`src/sas_map.svh`:
```
`ifndef SAS_MAP_SVH
`define SAS_MAP_SVH

// Register offsets (byte addresses on APB)
`define SAS_OFF_CSR 8'h00
`define SAS_OFF_CR 8'h04
`define SAS_OFF_TSR 8'h08
`define SAS_OFF_STBY 8'h0c
`define SAS_OFF_ROUTE 8'h10
`define SAS_OFF_TEMP 8'h14
`define SAS_OFF_DATA 8'h20

// Control/status field positions
`define SAS_CSR_FLAG 7
`define SAS_CSR_IE 6
`define SAS_CSR_MODE 4
`define SAS_CSR_ONE 3
`define SAS_CSR_CH 0
`define SAS_CR_GO 0
`define SAS_CR_CKS 1
`define SAS_CR_CYC 3
`define SAS_TSR_SRC 0
`define SAS_DATA_LSB 6

// Reset values and starting trial code
`define SAS_STBY_RST 1'b1
`define SAS_DATA_RST 10'h000
`define SAS_CODE_MID 10'h200

// Sizes and timing counts, in peripheral-clock states or in steps of a conversion
`define SAS_RES_BITS 10
`define SAS_NUM_CH 8
`define SAS_CONV_STATES 1024
`define SAS_STEPS_PER_CONV 16
`define SAS_SAMPLE_STEPS_FIRST 5
`define SAS_SAMPLE_STEPS_SCAN 4

`endif

```
`src/sas_pkg.sv`:
```
package sas_pkg;

  typedef enum logic [3:0] {
    SAS_IDLE = 4'b0001,
    SAS_WAIT = 4'b0010,
    SAS_SAMPLE = 4'b0100,
    SAS_CONV = 4'b1000
  } sas_state_t;

  typedef enum logic [1:0] {
    SAS_MODE_SINGLE = 2'b00,
    SAS_MODE_SCAN4 = 2'b01,
    SAS_MODE_SCAN8 = 2'b10
  } sas_mode_t;

  typedef enum logic [1:0] {
    SAS_SRC_EXT0 = 2'b00,
    SAS_SRC_EXT1 = 2'b01,
    SAS_SRC_MFT = 2'b10,
    SAS_SRC_MMT = 2'b11
  } sas_src_t;

  typedef struct packed {
    sas_state_t st;
    logic go;
    logic ie;
    logic [1:0] mode;
    logic [2:0] ch;
    logic [1:0] cks;
    logic cyc;
    logic [1:0] src;
    logic route;
    logic stby;
    logic flag;
    logic seen;
    logic [7:0] temp;
    logic [7:0][9:0] data;
    logic [2:0] cur;
    logic first;
    logic [9:0] cnt;
    logic [3:0] bi;
    logic [9:0] code;
    logic [5:0] presc;
    logic [2:0] trg_s;
    logic trg_f;
    logic [2:0] cmp_s;
    logic cmp_f;
    logic [31:0] prdata;
    logic pready;
    logic pslverr;
    logic irq;
    logic xreq;
    logic sh;
  } sas_regs_t;

endpackage

```
`src/sas_sequencer.sv`:
```
`timescale 1ns/1ps
`include "sas_map.svh"
// Notes on behaviour
// - Each sample is resolved by successive approximation into ten bits.
// - Single mode converts the selected channel once into its own data register.
// - Conversion starts whenever go becomes one, from software, timers or pin.
// - Single-mode completion sets end flag; interrupt raised if enabled.
// - Go reads one during single conversion, hardware clears it at end.
// - Clearing go mid-conversion in single or single-cycle scan aborts to idle.
// - Scan modes cover up to eight channels, lowest first, ascending.
// - Each scan result goes to its channel register before the next channel.
// - Continuous scan sets flag after last channel and restarts immediately.
// - Continuous scan repeats while go is one; clearing go stops it.
// - Single-cycle scan converts each channel once, sets flag, clears go.
// - Sampling waits a start delay that depends on the write's clock phase.
// - Two-bit clock select gives 1024, 512, 256 or 128 states.
// - Only the first scan conversion uses single timing; later ones are shorter.
// - Enabled timer requests set go and start like a software write.
// - Source 00 or 01 lets a pin falling edge set go.
// - Routed to transfer controller: no interrupt; transfer clears the flag.
// - Module starts in standby; registers usable only after standby is cleared.
// - Mode field: 00 single, 01 four-channel scan, 10 eight-channel scan.
// - Data registers hold result in bits 15..6, low bits zero, reset zero.
// - Reading a data register loads its lower byte into a temporary register.
// - End flag clears by writing zero after reading it as one, or when a routed transfer completes.
module sas_sequencer #(
  parameter int ADDR_W = 8,
  parameter int NUM_CH = `SAS_NUM_CH,
  parameter int RES_BITS = `SAS_RES_BITS
) (
  input wire logic sys_clk,
  input wire logic rst,
  input wire logic clk_en,
  input wire logic psel,
  input wire logic penable,
  input wire logic pwrite,
  input wire logic [ADDR_W-1:0] paddr,
  input wire logic [31:0] pwdata,
  output logic [31:0] prdata,
  output logic pready,
  output logic pslverr,
  input wire logic ext_trigger_pin,
  input wire logic multifunction_timer_req,
  input wire logic motor_mgmt_timer_req,
  input wire logic transfer_controller_done,
  input wire logic cmp_in,
  output logic [9:0] sar_code,
  output logic [2:0] ch_sel,
  output logic sample_hold,
  output logic conv_end_irq,
  output logic xfer_req
);

  if (NUM_CH != `SAS_NUM_CH || RES_BITS != `SAS_RES_BITS || ADDR_W < 8) begin : g_chk
    $error("sas_sequencer: unsupported channel count, resolution or address width");
  end

  sas_pkg::sas_regs_t q, n;

  logic [6:0] step;
  logic phase0;
  logic fall;
  logic fset;
  logic setup;
  logic acc;
  logic ok;
  logic [7:0] off;
  logic [2:0] didx;
  logic is_data;
  logic [31:0] rv;
  logic [2:0] first_ch;
  logic [2:0] last_ch;
  logic [9:0] fc;
  logic [9:0] smp;
  logic [9:0] smp_scan;

  always_comb begin
    n = q;
    fset = 1'b0;
    step = 7'((`SAS_CONV_STATES / `SAS_STEPS_PER_CONV) >> q.cks);
    phase0 = ((q.presc & 6'(step - 7'd1)) == 6'h00);
    n.presc = q.presc + 6'h01;

    // Pin inputs: a change counts once the second and third stages agree
    n.trg_s = {q.trg_s[1:0], ext_trigger_pin};
    n.cmp_s = {q.cmp_s[1:0], cmp_in};
    if (q.trg_s[1] == q.trg_s[2]) begin
      n.trg_f = q.trg_s[2];
    end
    if (q.cmp_s[1] == q.cmp_s[2]) begin
      n.cmp_f = q.cmp_s[2];
    end
    fall = q.trg_f & (q.trg_s[2:1] == 2'b00);

    // Register bus: answer registered in setup, presented during access
    setup = psel & ~penable;
    acc = psel & penable & q.pready;
    off = paddr[7:0];
    is_data = (off[7:5] == 3'b001) && (off[1:0] == 2'b00);
    didx = off[4:2];
    ok = 1'b1;
    rv = 32'h0000_0000;
    if (is_data) begin
      rv[`SAS_DATA_LSB +: 10] = q.data[didx];
    end else begin
      case (off)
        `SAS_OFF_CSR: begin
          rv[`SAS_CSR_FLAG] = q.flag;
          rv[`SAS_CSR_IE] = q.ie;
          rv[`SAS_CSR_MODE +: 2] = q.mode;
          rv[`SAS_CSR_ONE] = 1'b1;
          rv[`SAS_CSR_CH +: 3] = q.ch;
        end
        `SAS_OFF_CR: begin
          rv[`SAS_CR_GO] = q.go;
          rv[`SAS_CR_CKS +: 2] = q.cks;
          rv[`SAS_CR_CYC] = q.cyc;
        end
        `SAS_OFF_TSR: rv[`SAS_TSR_SRC +: 2] = q.src;
        `SAS_OFF_STBY: rv[0] = q.stby;
        `SAS_OFF_ROUTE: rv[0] = q.route;
        `SAS_OFF_TEMP: rv[7:0] = q.temp;
        default: ok = 1'b0;
      endcase
    end
    if (q.stby && off != `SAS_OFF_STBY) begin
      ok = 1'b0;
    end
    if (paddr[ADDR_W-1:0] != ADDR_W'(off)) begin
      ok = 1'b0;
    end
    n.pready = setup;
    n.pslverr = setup & ~ok;
    n.prdata = (setup && ok) ? rv : 32'h0000_0000;

    if (acc && ok && !pwrite) begin
      if (is_data) begin
        n.temp = {q.data[didx][1:0], 6'h00};
      end else if (off == `SAS_OFF_CSR && q.flag) begin
        n.seen = 1'b1;
      end
    end
    if (acc && ok && pwrite) begin
      case (off)
        `SAS_OFF_CSR: begin
          if (!pwdata[`SAS_CSR_FLAG] && q.seen) begin
            n.flag = 1'b0;
            n.seen = 1'b0;
          end
          n.ie = pwdata[`SAS_CSR_IE];
          n.mode = pwdata[`SAS_CSR_MODE +: 2];
          n.ch = pwdata[`SAS_CSR_CH +: 3];
        end
        `SAS_OFF_CR: begin
          n.go = pwdata[`SAS_CR_GO];
          n.cks = pwdata[`SAS_CR_CKS +: 2];
          n.cyc = pwdata[`SAS_CR_CYC];
        end
        `SAS_OFF_TSR: n.src = pwdata[`SAS_TSR_SRC +: 2];
        `SAS_OFF_STBY: n.stby = pwdata[0];
        `SAS_OFF_ROUTE: n.route = pwdata[0];
        default: n.stby = q.stby;
      endcase
    end

    // Hardware start sources
    if (!q.src[1] && fall) begin
      n.go = 1'b1;
    end
    if ((q.src == sas_pkg::SAS_SRC_MFT && multifunction_timer_req) ||
        (q.src == sas_pkg::SAS_SRC_MMT && motor_mgmt_timer_req)) begin
      n.go = 1'b1;
    end

    // Channel group
    case (q.mode)
      sas_pkg::SAS_MODE_SCAN4: begin
        first_ch = {q.ch[2], 2'b00};
        last_ch = q.ch;
      end
      sas_pkg::SAS_MODE_SCAN8: begin
        first_ch = 3'd0;
        last_ch = {q.ch[1:0], 1'b1};
      end
      default: begin
        first_ch = q.ch;
        last_ch = q.ch;
      end
    endcase

    fc = q.code;
    fc[q.bi] = q.cmp_f;
    // Products of up to 320 states need nine bits, more than step holds, so widen before multiplying
    smp_scan = 10'(step) * 10'(`SAS_SAMPLE_STEPS_SCAN) - 10'h001;
    smp = q.first ? 10'(step) * 10'(`SAS_SAMPLE_STEPS_FIRST) - 10'h001 : smp_scan;

    case (q.st)
      sas_pkg::SAS_IDLE: begin
        n.sh = 1'b0;
        if (n.go) begin
          n.cur = first_ch;
          n.first = 1'b1;
          n.st = sas_pkg::SAS_WAIT;
        end
      end
      sas_pkg::SAS_WAIT: begin
        // Start delay: wait for the next step boundary of the free prescaler
        if (phase0) begin
          n.st = sas_pkg::SAS_SAMPLE;
          n.cnt = smp;
          n.sh = 1'b1;
        end
      end
      sas_pkg::SAS_SAMPLE: begin
        if (q.cnt == 10'h000) begin
          n.st = sas_pkg::SAS_CONV;
          n.sh = 1'b0;
          n.code = `SAS_CODE_MID;
          n.bi = 4'd9;
          n.cnt = 10'(step - 7'd1);
        end else begin
          n.cnt = q.cnt - 10'h001;
        end
      end
      sas_pkg::SAS_CONV: begin
        if (q.cnt != 10'h000) begin
          n.cnt = q.cnt - 10'h001;
        end else if (q.bi != 4'd0) begin
          n.code = fc;
          n.code[q.bi - 4'd1] = 1'b1;
          n.bi = q.bi - 4'd1;
          n.cnt = 10'(step - 7'd1);
        end else begin
          n.code = fc;
          n.data[q.cur] = fc;
          if (q.mode == sas_pkg::SAS_MODE_SINGLE) begin
            fset = 1'b1;
            n.go = 1'b0;
            n.st = sas_pkg::SAS_IDLE;
          end else if (q.cur == last_ch) begin
            fset = 1'b1;
            if (q.cyc) begin
              n.go = 1'b0;
              n.st = sas_pkg::SAS_IDLE;
            end else begin
              n.cur = first_ch;
              n.first = 1'b0;
              n.st = sas_pkg::SAS_SAMPLE;
              n.cnt = smp_scan;
              n.sh = 1'b1;
            end
          end else begin
            n.cur = q.cur + 3'd1;
            n.first = 1'b0;
            n.st = sas_pkg::SAS_SAMPLE;
            n.cnt = smp_scan;
            n.sh = 1'b1;
          end
        end
      end
      default: n.st = sas_pkg::SAS_IDLE;
    endcase

    // Go cleared by software stops any mode at once
    if (!n.go && q.st != sas_pkg::SAS_IDLE) begin
      n.st = sas_pkg::SAS_IDLE;
      n.sh = 1'b0;
    end
    if (n.stby) begin
      n.go = 1'b0;
      n.st = sas_pkg::SAS_IDLE;
      n.sh = 1'b0;
    end

    if (q.route && transfer_controller_done) begin
      n.flag = 1'b0;
      n.seen = 1'b0;
    end
    // A completion in the clearing cycle still leaves the flag set
    if (fset) begin
      n.flag = 1'b1;
    end
    n.irq = n.flag & n.ie & ~n.route;
    n.xreq = n.flag & n.ie & n.route;
  end

  always_ff @(posedge sys_clk) begin
    if (rst) begin
      q <= '0;
      q.st <= sas_pkg::SAS_IDLE;
      q.stby <= `SAS_STBY_RST;
      q.data <= {`SAS_NUM_CH{`SAS_DATA_RST}};
      q.trg_s <= 3'b111;
      q.trg_f <= 1'b1;
    end else if (clk_en) begin
      q <= n;
    end
  end

  assign prdata = q.prdata;
  assign pready = q.pready;
  assign pslverr = q.pslverr;
  assign sar_code = q.code;
  assign ch_sel = q.cur;
  assign sample_hold = q.sh;
  assign conv_end_irq = q.irq;
  assign xfer_req = q.xreq;

endmodule // sas_sequencer

```
`config.mk`:
```
export PLATFORM = sky130hd
export DESIGN_NAME = sas_sequencer
export DESIGN_NICKNAME = d
export VERILOG_FILES = /design/src/sas_pkg.sv /design/src/sas_sequencer.sv
export VERILOG_INCLUDE_DIRS = /design/src
export SDC_FILE = /design/constraint.sdc
export NUM_CORES = 1
export LEC_CHECK = 0
export ABC_AREA = 1
export BUFFER_PORTS_ARGS = -buffer_cell sky130_fd_sc_hd__buf_4
export CAP_MARGIN = 20
export CORE_ASPECT_RATIO = 1.75
export CORE_UTILIZATION = 55
export DETAILED_ROUTE_END_ITERATION = 7
export PLACE_DENSITY_LB_ADDON = 0.12
export SYNTH_ARGS = -nofsm -noshare
export SYNTH_HDL_FRONTEND = slang
export SYNTH_SLANG_ARGS = --single-unit
```
`constraint.sdc`:
```
create_clock -name sys_clk -period 2.5 [get_ports sys_clk]
set_input_delay 0.125 -clock sys_clk [delete_from_list [all_inputs] [get_ports sys_clk]]
set_output_delay 0.125 -clock sys_clk [all_outputs]
set_load 0.01 [all_outputs]
```
# Word level (Yosys, flattened, before mapping)
# Cells that the tools add are included.
word_totals:
  output_inout_bits: 50
  input_bits: 51
  ff_bits: 181
  wordCells: 239
classes:
  order_cmp: 7
  n_eq_ne: 36
  shifts: 1
  reduce_logical: 47
  n_addsub: 8
  n_mul: 1
  bitwise: 15
  muxes: 87
ops:
  columns: ["cell", "count"]
  rows:
  - ["$bwmux W80", 1]
  - ["$mux W10", 8]
  - ["$mux W14", 5]
  - ["$mux W16", 2]
  - ["$mux W4", 8]
  - ["$bmux W10 S3", 1]
  - ["$demux W10 S3", 1]
  - ["$mux W1", 30]
  - ["$pmux W10 S3", 1]
  - ["$ne A4 B4 Y1 const B", 7]
  - ["$pmux W14 S2", 1]
  - ["$mux W5", 4]
  - ["$sub A10 B1 Y10 const B", 2]
  - ["$eq A8 B4 Y1 const B", 2]
  - ["$eq A8 B5 Y1 const B", 2]
  - ["$logic_and A1 B1 Y1", 16]
  - ["$mux W8", 2]
  - ["$pmux W4 S2", 2]
  - ["$pmux W4 S4", 1]
  - ["$ne A2 B2 Y1 const B", 7]
  - ["$mux W3", 4]
  - ["$mux W6", 2]
  - ["$reduce_and A3 Y1", 4]
  - ["$bwmux W10", 1]
  - ["56 further kinds", 88]

# Depth between registers and ports, before layout
# Gate-level depths: netlist (run 1).
logic_depth:
  word_depth: 23
  mapped_depth: 19
  depth_no_buf: 19

# Worst setup path before layout (run 1)
# OpenSTA, ideal clock, no wires.
synth_timing:
  path_kind: "reg2reg"
  from: "reg q[65] in the netlist's numbering"
  to: "reg q[108] in the netlist's numbering"
  slack_ns: 0.357
  synth_period_minus_slack_ns: 2.143
  stages_incl_launch_ff: 15
  setup_time_ns: 0.137
  t_required_ns: 2.363
  arrival_ns: 2.006
  path_buffers: 0
  cell_sequence: "dfxtp_1 > inv_1 > ha_1 > inv_1 > nor2_2 > nand4_1 > or2_4 > nor3_4 > inv_2 > nor2_1 > inv_2 > nor2_8 > nand3_4 > nor2_1 > a21oi_1"
synth_between:
  elab_chain_len: 3
synth_rtl:
  columns: ["item", "line", "rtl"]
  rows:
  - ["start: declaration", "sas_sequencer.sv:58", "sas_pkg::sas_regs_t q, n;"]
  - ["start signal: assignment", "sas_sequencer.sv:296", "q <= n;"]
  - ["$reduce_bool A10 Y1", "sas_sequencer.sv:226", "if (q.cnt != 10'h000) begin"]
  - ["$not A1 Y1 (no source line)", null, null]
  - ["$reduce_and A4 Y1 (no source line)", null, null]
# Every way passes these cells.
# A chain may end at the register's enable or synchronous reset.

# Worst setup path in the final report (run 1)
layout_timing:
  from: "reg q[66] in the netlist's numbering"
  to: "reg q[183] in the netlist's numbering"
layout_between:
  elab_chain_len: 7
layout_rtl:
  columns: ["item", "line", "rtl"]
  rows:
  - ["$reduce_bool A10 Y1", "sas_sequencer.sv:226", null]
  - ["$mux W5", "sas_sequencer.sv:226", null]
  - ["$mux W1", "sas_sequencer.sv:197", "case (q.st)"]
  - ["$logic_not A1 Y1", "sas_sequencer.sv:265", "if (!n.go && q.st != sas_pkg::SAS_IDLE) begin"]
  - ["$logic_and A1 B1 Y1", "sas_sequencer.sv:265", null]
  - ["$ne A4 B4 Y1 (no source line) or $mux W4 (tied branches)", null, null]
  - ["$reduce_and A6 Y1 (no source line) or $mux W5 (tied branches)", null, null]
# Several ways; a longest one is shown, not always the timed one. The select of a mux whose other input is x is not followed.

==> results of run 1 <==
-- layout make-up --
type,instances,area (sq um)
inverter,110,413
fill,1318,5130
multi-input combinational,755,4210
sequential,165,3310
clock inverter,15,153
clock buffer,17,425
tap,183,229
timing repair buffer,125,978
-- worst max-delay path, cell delays in order (launching register included) --
cell      delay, ns
dfxtp_2        0.33
inv_2          0.07
ha_4           0.13
inv_2          0.04
nor2_4         0.10
nand4_1        0.11
or2_4          0.29
nand3b_4       0.19
nor2_4         0.22
nand2_2        0.10
nand2_2        0.09
nand2_4        0.06
nand3_2        0.06
nand2_2        0.07
nor2_4         0.18
inv_2          0.05
nand2_1        0.05
nand3_1        0.07
-- cells in the mapped netlist, types with 2 or more instances --
library cell  count
a211oi_1         15
a21oi_1         138
a221oi_1          7
a22oi_1          36
a31oi_1           9
buf_1             3
buf_2             9
buf_4            47
clkbuf_1         26
clkinv_1          7
dfxtp_1         165
ha_1             19
inv_1            90
inv_2            13
nand2_1         128
nand2_2           8
nand2_4           3
nand3_1          34
nand3_2           3
nand3_4           2
nand4_1          15
nor2_1           95
nor2_2            9
nor2_4            9
nor3_1           20
nor3_2            2
o211ai_1          7
o21ai_0         126
o21ai_1          10
o21ai_2           2
o221ai_1          2
o22ai_1           9
o311ai_0          2
o31ai_1           4
xor2_1           11
-- stage by stage --
| stage | utilization [%] | worst slack, ns |
|---|---|---|
| floorplan | - | 0.357 |
| global placement | 60.5 | 0.152 |
| detailed placement | 60.5 | 0.115 |
| CTS | 64.8 | 0.0914 |
| global route | 65.4 | -0.0447 |
| finish | 65.4 | 0.142 |
-- cell families (layout without fill, tap and decap cells) --
group                    Yosys count  count (layout)  share of synthesized area (%)
AO/OA/AOI/OAI                    370             370                           25.2
XOR/XNOR                          12              12                           1.26
adder cells (fa/ha/maj)           19              19                           2.85
buffers and inverters            195             267                           11.0
flip-flops                       165             165                           39.6
other                              1              16                         0.0450
AND/OR/NAND/NOR                  338             338                           20.0
-- state kept, by name (all words and copies together), names as in the netlist --
signal / cells
ch_sel: 3
conv_end_irq: 1
n: 4
prdata: 16
pready: 1
pslverr: 1
q: 127
sample_hold: 1
sar_code: 10
xfer_req: 1
-- how the worst min path moves through the flow --
stage	startpoint	end	slack (ns)	cells after the start
floorplan	ext_trigger_pin	n[43]	0.25	2
global placement	ext_trigger_pin	n[43]	0.35	3
detailed placement	ext_trigger_pin	n[43]	0.35	3
CTS	penable	pslverr	0.005	4
global route	pwdata[1]	q[172]	0.02	3
finish	penable	pslverr	0.009	4
-- what timing repair did --
action / CTS / global route
resized for setup: 0 / 16
hold buffers: 6 / 0
setup buffers: 0 / 8
hold endpoints to repair: 6 / 0
setup endpoints to repair: 0 / 25
-- routing by layer --
layer	vias to the layer above	wire length (um)	part of all wire (%)	GRT usage [%]
met4	0	1140	5.0	18.1
met1	3566	8860	38	32.6
li1	3868	-	-	-
met2	209	12300	53	53.9
met5	-	0	0	0
met3	68	766	3.3	4.10
-- where the power goes --
group / total, mW / internal (mW) / switching (mW)
logic: 0.595 / 0.218 / 0.377
registers: 2.71 / 2.67 / 0.0407
clock network: 2.57 / 1.33 / 1.23
total: 5.87 / 4.22 / 1.65
==> results.txt, run 1 <==
Outcome = completed
Largest net degree at the start of global routing = 103
TritonCTS clock tree = done
Period utilization = 94.3%
Power Density = 604 nW/um^2
CTS Buffer Depth = 2
Final TNS setup = 0 ns
Wire length per cell = 16.8 um
Post-synth EDFFs = 0
# placed instances = 1324
Initial core utilization = 56.2%
# rows = 59
RSZ-0062 raised after global routing = yes
Core area = 14800 sq um
Remaining routing DRC violations = 0
FF-to-FF setup slack = 0.14 ns
PnR Total Power = 5.87 mW
MaxCap Viol Count = 0
CTS Sinks = 165
Mapped Area = 8330 sq um
Hold Path Class = in2reg
Yosys Warn Count = 0
Netlist cell types = 50
R2R cell count = 17
Detailed-router iteration count before antenna repair = 5
Synth top area cells = dfxtp_1 (40%), a21oi_1 (8.3%), o21ai_0 (7.6%)
Post-synthesis sequential area ratio = 39.6%
# diodes = 0
Area post-placement = 8970 sq um
Leakage power = 3.95 nW
Slew margin rel. = 45.1%
Via/cell ratio = 5.63
Hold Slack = 0.00861 ns
Final Setup Violations = 0
Die X = 95.1 um
Most common cell after layout, fill and taps aside = dfxtp_1
GRT Residual Overflow = 0
Final Hold Viols = 0
Worst endpoint data arrival time = 2.65 ns
RR Startpoint = q[66]
Syn_area_per_cell = 7.58 sq um
Iter 0 DRT Violations = 364
CP endpoint = q[183]
Layout cell share with drive strength beyond 1 = 19.0%
Asr flop ratio synth = 0%
Post-route cell area = 9710 sq um
H-Tree Depth = 4
Critical path type = reg2reg
Seq cells post-synth = 165
CP required = 2.79 ns
Critical R2R Capture = q[183]
Synth top area share = 39.6%
First-pass GRT wire length = 35.9 mm
CP startpoint = q[66]
IO Pins = 101
DIE AREA = 15700 sq um
Slew @ Worst Pin = 0.814 ns
Top FF cell, synth = dfxtp_1
Vias = 7711
Synth area leader = dfxtp_1
CTS root buf = clkbuf_16
Port bufs = 60
Gr usage total = 30.0%
Worst Path Max Fanout = 6
Initial antenna violation count = 0
Die Ht = 165 um
Clk Latency, worst-skew pair = 0.43 ns
Layout area overhead = 16.5%
FMAX = 424 MHz
Post-route ant nets = 0
Worst IR Drop VDD = 0.555 mV
Cells after synthesis = 1100
NumNets Final = 1244
Most frequent cells in the layout = dfxtp_1 (162), a21oi_1 (138), o21ai_0 (126), nand2_1 (125), buf_4 (117)
Clock Skew = 0.0176 ns
Max Slew Vio Count = 0
Number of global-route vias before repair = 7228
Fin cells = 1370
Clock Pin Slew Worst Setup and Hold Paths = 0.08 ns
GPL Wtd Cong = 0.860
Final min period = 2.36 ns
Endpoint class of the critical path = flop
WL final = 23.0 mm
CP Launch Type = flop
TritonCTS Buffers = 17
Post-DP HPWL = 16.5 mm
Power figures use the tool's default switching activity.
==> run 2, diff against run 1 <==
ABC_AREA = not set   (was 1)
clock period = 3.05 ns   (was 2.5 ns; I/O delays follow)
==> results.txt, run 2 <==
Clk Latency, worst-skew pair = 0.43 ns
Critical path type = reg2reg
Largest register FFs = 127
GPL Wtd Cong = 0.880
Worst path top cell family by delay = compound AO/OA/AOI/OAI gates
RR Startpoint = q[174]
Port bufs = 60
Clock Skew = 0.0132 ns
Hold Path Class = in2reg
CP Launch Type = flop
Fill count = 1238
WL final = 21.4 mm
Via/cell ratio = 6.09
Crit path max-delay cell type = o41ai_1
GRT Residual Overflow = 0
Switch Pwr = 1.19 mW
Worst endpoint data arrival time = 2.98 ns
Crit path largest cell delay = 0.43 ns
R2R cell count = 11
Final Hold Viols = 0
Hold Slack = 0.0161 ns
Worst IR Drop VDD = 0.380 mV
Final Setup Violations = 0
Number of global-route vias before repair = 7114
TritonCTS Buffers = 17
CP Buf/Inv Count = 2
Remaining routing DRC violations = 0
Met2 GRT Util = 50.2%
Cells after synthesis = 953
FMAX = 372 MHz
GRT busiest layer = met2
Most flops, register = q
Sw frac = 25.7%
Period utilization = 88.2%
Final TNS setup = 0 ns
Commonest cells post-synth = dfxtp_1 (165), nor2_1 (163), a211oi_1 (87), nand2_1 (61), a21oi_1 (50)
Post-DP HPWL = 15.1 mm
Endpoint class of the critical path = flop
NumNets Final = 1047
Post-route ant nets = 0
Final min period = 2.69 ns
WHS Endpoint = q[171]
TritonCTS clock tree = done
Synth top area cells = dfxtp_1 (39%), a211oi_1 (7.7%), nor2_1 (7.2%)
Die Ht = 166 um
CTS Buffer Depth = 2
Final Util = 64.2%
Clk pwr share = 48.2%
First-pass GRT wire length = 34.5 mm
Detailed-router iteration count before antenna repair = 5
Hold depth = 3
IO Pins = 101
Leakage power = 3.50 nW
CTS root buf = clkbuf_16
Vias = 7146
Most frequent cells in the layout = dfxtp_1 (165), nor2_1 (163), buf_4 (92), a211oi_1 (87), nand2_1 (61)
Most common cell in the netlist = dfxtp_1
CP cell instances = inv_1 > ha_1 > inv_1 > ha_1 > nor2b_1 > o41ai_1 > and2_1 > o221a_2 > o31ai_1 > a22oi_1 > nor2_1
Critical R2R Capture = q[70]
Met1 Track Usage GR = 29.7%
Hold path start = pwdata[0]
Die X = 95.8 um
Post-synthesis sequential area ratio = 39.0%
Slew @ Worst Pin = 0.929 ns
CP required = 3.34 ns
# rows = 59
Most common cell after layout, fill and taps aside = dfxtp_1
Outcome = completed
Yosys Warn Count = 0
Share of total power in combinational logic = 4.8%
Layout cell share with drive strength beyond 1 = 18.1%
# diodes = 0
Clock Pin Slew Worst Setup and Hold Paths = 0.08 ns
Seq cells post-synth = 165
RSZ-0062 raised after global routing = no
CTS Sinks = 165
Initial core utilization = 56.7%
Gr usage total = 28.1%
H-Tree Depth = 4
Iter 0 DRT Violations = 345
Slew margin rel. = 36.3%
Met3 Track Usage GR = 4.58%
Initial antenna violation count = 0
Layout area overhead = 13.2%
Power Density = 484 nW/um^2
P_int = 3.45 mW
Netlist cell types = 73
Top FF cell, synth = dfxtp_1
Post-synth EDFFs = 0
Asr flop ratio synth = 0%
FF-to-FF setup slack = 0.36 ns
Worst Path Max Fanout = 16
MaxCap Viol Count = 0
Synth area leader = dfxtp_1
Largest net degree at the start of global routing = 114
Syn_area_per_cell = 8.88 sq um
Synth top area share = 39.0%
DIE AREA = 15900 sq um
Flop pwr share = 47.0%
Mapped Area = 8460 sq um
Max Slew Vio Count = 0
Core area = 14900 sq um
Wire length per cell = 18.2 um
run 2: changes by cell type after synthesis, sizes merged, moves of 14 or more:
cell / before / now
nor2: 114 / 163
clkbuf: 26 / 42
inv: 103 / 20
a22oi: 36 / 15
nand3: 39 / 25
mux4: 0 / 21
a211oi: 15 / 87
o21ai: 138 / 20
nand2: 139 / 61
a21oi: 138 / 51
mux2i: 0 / 31
run 2: layout make-up:
cell class | instances | area [sq um] | area share (%)
Multi-Input combinational cell | 670 | 4540 | 47.4
Clock buffer | 17 | 425 | 4.44
Sequential cell | 165 | 3300 | 34.5
Clock inverter | 15 | 211 | 2.21
Inverter | 22 | 82.6 | 0.862
Tap cell | 183 | 229 | 2.39
Timing Repair Buffer | 101 | 791 | 8.25
run 2: power groups by stage:
stage	clock network, mW	logic (mW)	registers [mW]
after global placement	0	0.205	2.23
after detailed placement	0	0.211	2.23
after floorplan	0	0.160	2.23
after global routing	2.37	0.240	2.18
final	2.24	0.220	2.18
after CTS	2.27	0.221	2.18
run 2: worst max-delay path by stage:
stage                     startpoint     to  slack (ns)  cells past startpoint
after global placement        q[174]  q[70]        0.48                     11
after detailed placement      q[174]  q[70]        0.37                     11
after CTS                     q[174]  q[70]        0.35                     11
final                         q[174]  q[70]        0.36                     11
after floorplan               q[175]  q[68]        0.69                     10
after global routing          q[174]  q[70]        0.19                     11
run 2: routing by layer:
layer | up-vias | routed length (um)
met4 | 0 | 1090
met2 | 190 | 11600
met3 | 64 | 809
met1 | 3462 | 7940
met5 | - | 0
li1 | 3430 | -
run 2: cell families (layout without fill, tap and decap cells):
kind of cell             after synthesis  after routing  share of synthesized area, %
AO/OA/AOI/OAI                        226            226                          19.3
XOR/XNOR                              17             17                          1.76
adder cells (fa/ha/maj)               19             19                          2.81
buffers and inverters                133            155                          8.18
flip-flops                           165            165                          39.0
multiplexers                          62             62                          10.6
other                                  1             16                        0.0443
AND/OR/NAND/NOR                      330            330                          18.3
run 2: timing repair:
action / CTS / global route
hold buffers: 8 / 0
setup buffers: 0 / 0
gates resized for setup: 0 / 0
hold endpoints to repair: 9 / 0
run 2: tightest hold or removal path: stages:
cell	delay, ns
buf_4	0.11
mux2i_1	0.07
nor2_1	0.07
run 2: stage by stage:
stage | power (mW) | area [sq um] | instances | setup slack [ns]
6_report | 4.64 | 9580 | 1173 | 0.359
4_1_cts | 4.68 | 9580 | 1173 | 0.351
5_1_grt | 4.79 | 9580 | 1173 | 0.193
3_5_place_dp | 2.44 | 8860 | 1133 | 0.371
2_1_floorplan | 2.39 | 8520 | 968 | 0.690
3_3_place_gp | 2.44 | 8860 | 1133 | 0.478
==> run 3, diff against run 2 <==
ABC_AREA = 1   (was not set)
==> results.txt, run 3 (same netlist as run 1, synthesis figures left out) <==
CP Launch Type = flop
Via/cell ratio = 5.77
Wire length per cell = 16.8 um
Sw frac = 27.9%
Max Slew Vio Count = 0
Slew @ Worst Pin = 0.802 ns
Final Setup Violations = 0
Setup bufs post-CTS = 0
Die X = 95.1 um
TritonCTS Buffers = 17
DIE AREA = 15700 sq um
TritonCTS clock tree = done
Period utilization = 87.4%
Met2 GRT Util = 53.5%
Clock Pin Slew Worst Setup and Hold Paths = 0.07 ns
Clk pwr share = 44.5%
Most frequent cells in the layout = dfxtp_1 (165), a21oi_1 (138), nand2_1 (128), o21ai_0 (126), nor2_1 (95)
CTS root buf = clkbuf_16
Slew margin rel. = 46.1%
Port bufs = 60
FMAX = 375 MHz
Vias = 7686
Number of global-route vias before repair = 7322
GRT busiest layer = met2
Layout cell share with drive strength beyond 1 = 15.2%
WL final = 22.4 mm
Share of total power in combinational logic = 9.3%
PnR Total Power = 4.80 mW
Final TNS setup = 0 ns
Largest net degree at the start of global routing = 78
Layout area overhead = 12.7%
H-Tree Depth = 4
Clock Skew = 0.0117 ns
Post-DP HPWL = 16.0 mm
Worst IR Drop VDD = 0.382 mV
Area post-placement = 8740 sq um
Gr usage total = 29.2%
GRT Residual Overflow = 0
RSZ-0062 raised after global routing = no
CTS Hold Bufs = 5
Leakage power = 3.76 nW
Final min period = 2.67 ns
Endpoint class of the critical path = flop
# rows = 59
Detailed-router iteration count before antenna repair = 5
Hold Path Class = in2reg
Outcome = completed
Core area = 14800 sq um
Power Density = 511 nW/um^2
Worst Path Max Fanout = 16
Critical path type = reg2reg
Met3 Track Usage GR = 4.19%
Post-route cell area = 9390 sq um
GPL Wtd Cong = 0.905
Iter 0 DRT Violations = 457
Initial core utilization = 56.2%
NumNets Final = 1206
CTS Sinks = 165
Final Hold Viols = 0
CTS Buffer Depth = 2
Largest register FFs = 127
Remaining routing DRC violations = 0
Most flops, register = q
# diodes = 0
Post-route ant nets = 0
Most common cell after layout, fill and taps aside = dfxtp_1
Worst endpoint data arrival time = 3.02 ns
First-pass GRT wire length = 35.1 mm
Post-CTS sizing = 0
Clk Latency, worst-skew pair = 0.43 ns
P_int = 3.46 mW
Die Ht = 165 um
CP required = 3.41 ns
MaxCap Viol Count = 0
IO Pins = 101
Met1 Track Usage GR = 30.6%
Flop pwr share = 46.2%
Switch Pwr = 1.34 mW
Initial antenna violation count = 0
-- run 3: power by group through the flow --
stage          Sequential, mW  Clock (mW)  Combinational [mW]
2_1_floorplan            2.26           0               0.323
3_3_place_gp             2.27           0               0.432
3_5_place_dp             2.27           0               0.433
4_1_cts                  2.22        2.17               0.442
5_1_grt                  2.22        2.25               0.492
6_report                 2.22        2.14               0.445
-- run 3: metal layers --
layer	vias to the layer above	share of wire, %
li1	3810	-
met1	3560	38
met2	246	53
met3	70	4.0
met4	0	5.1
met5	-	0
-- run 3: worst paths after layout --
path	from	end	slack, ns	depth (start not counted)
worst min register to register	q[87]	q[87]	0.46	2
worst max-delay path	q[61]	q[118]	0.38	10
worst max register to register	q[61]	q[118]	0.38	10
worst min-delay path	pwdata[2]	q[175]	0.03	3
-- run 3: area by class of cell --
type	count	area, sq um
Sequential cell	165	3300
Inverter	110	413
Tap cell	183	229
Timing Repair Buffer	87	678
Fill cell	1357	5450
Multi-Input combinational cell	755	4170
Clock inverter	14	159
Clock buffer	18	439
-- run 3: metrics by stage --
step	util, %	std cells	setup WS [ns]	hold slack, ns
2_1_floorplan	-	1115	0.907	0.279
3_3_place_gp	58.9	1295	0.517	0.369
3_5_place_dp	58.9	1295	0.458	0.376
4_1_cts	63.3	1332	0.434	0.0149
5_1_grt	63.3	1332	0.133	0.0337
6_report	63.3	1332	0.383	0.0255
-- run 3: worst max-delay path: stages (launching register included) --
cell,delay [ns]
dfxtp_1,0.38
inv_1,0.11
ha_1,0.24
nand2_1,0.11
nor2_4,0.30
nand2_2,0.17
nor2_4,0.24
nand3_2,0.18
nor2_2,0.55
o21ai_0,0.16
a21oi_1,0.15
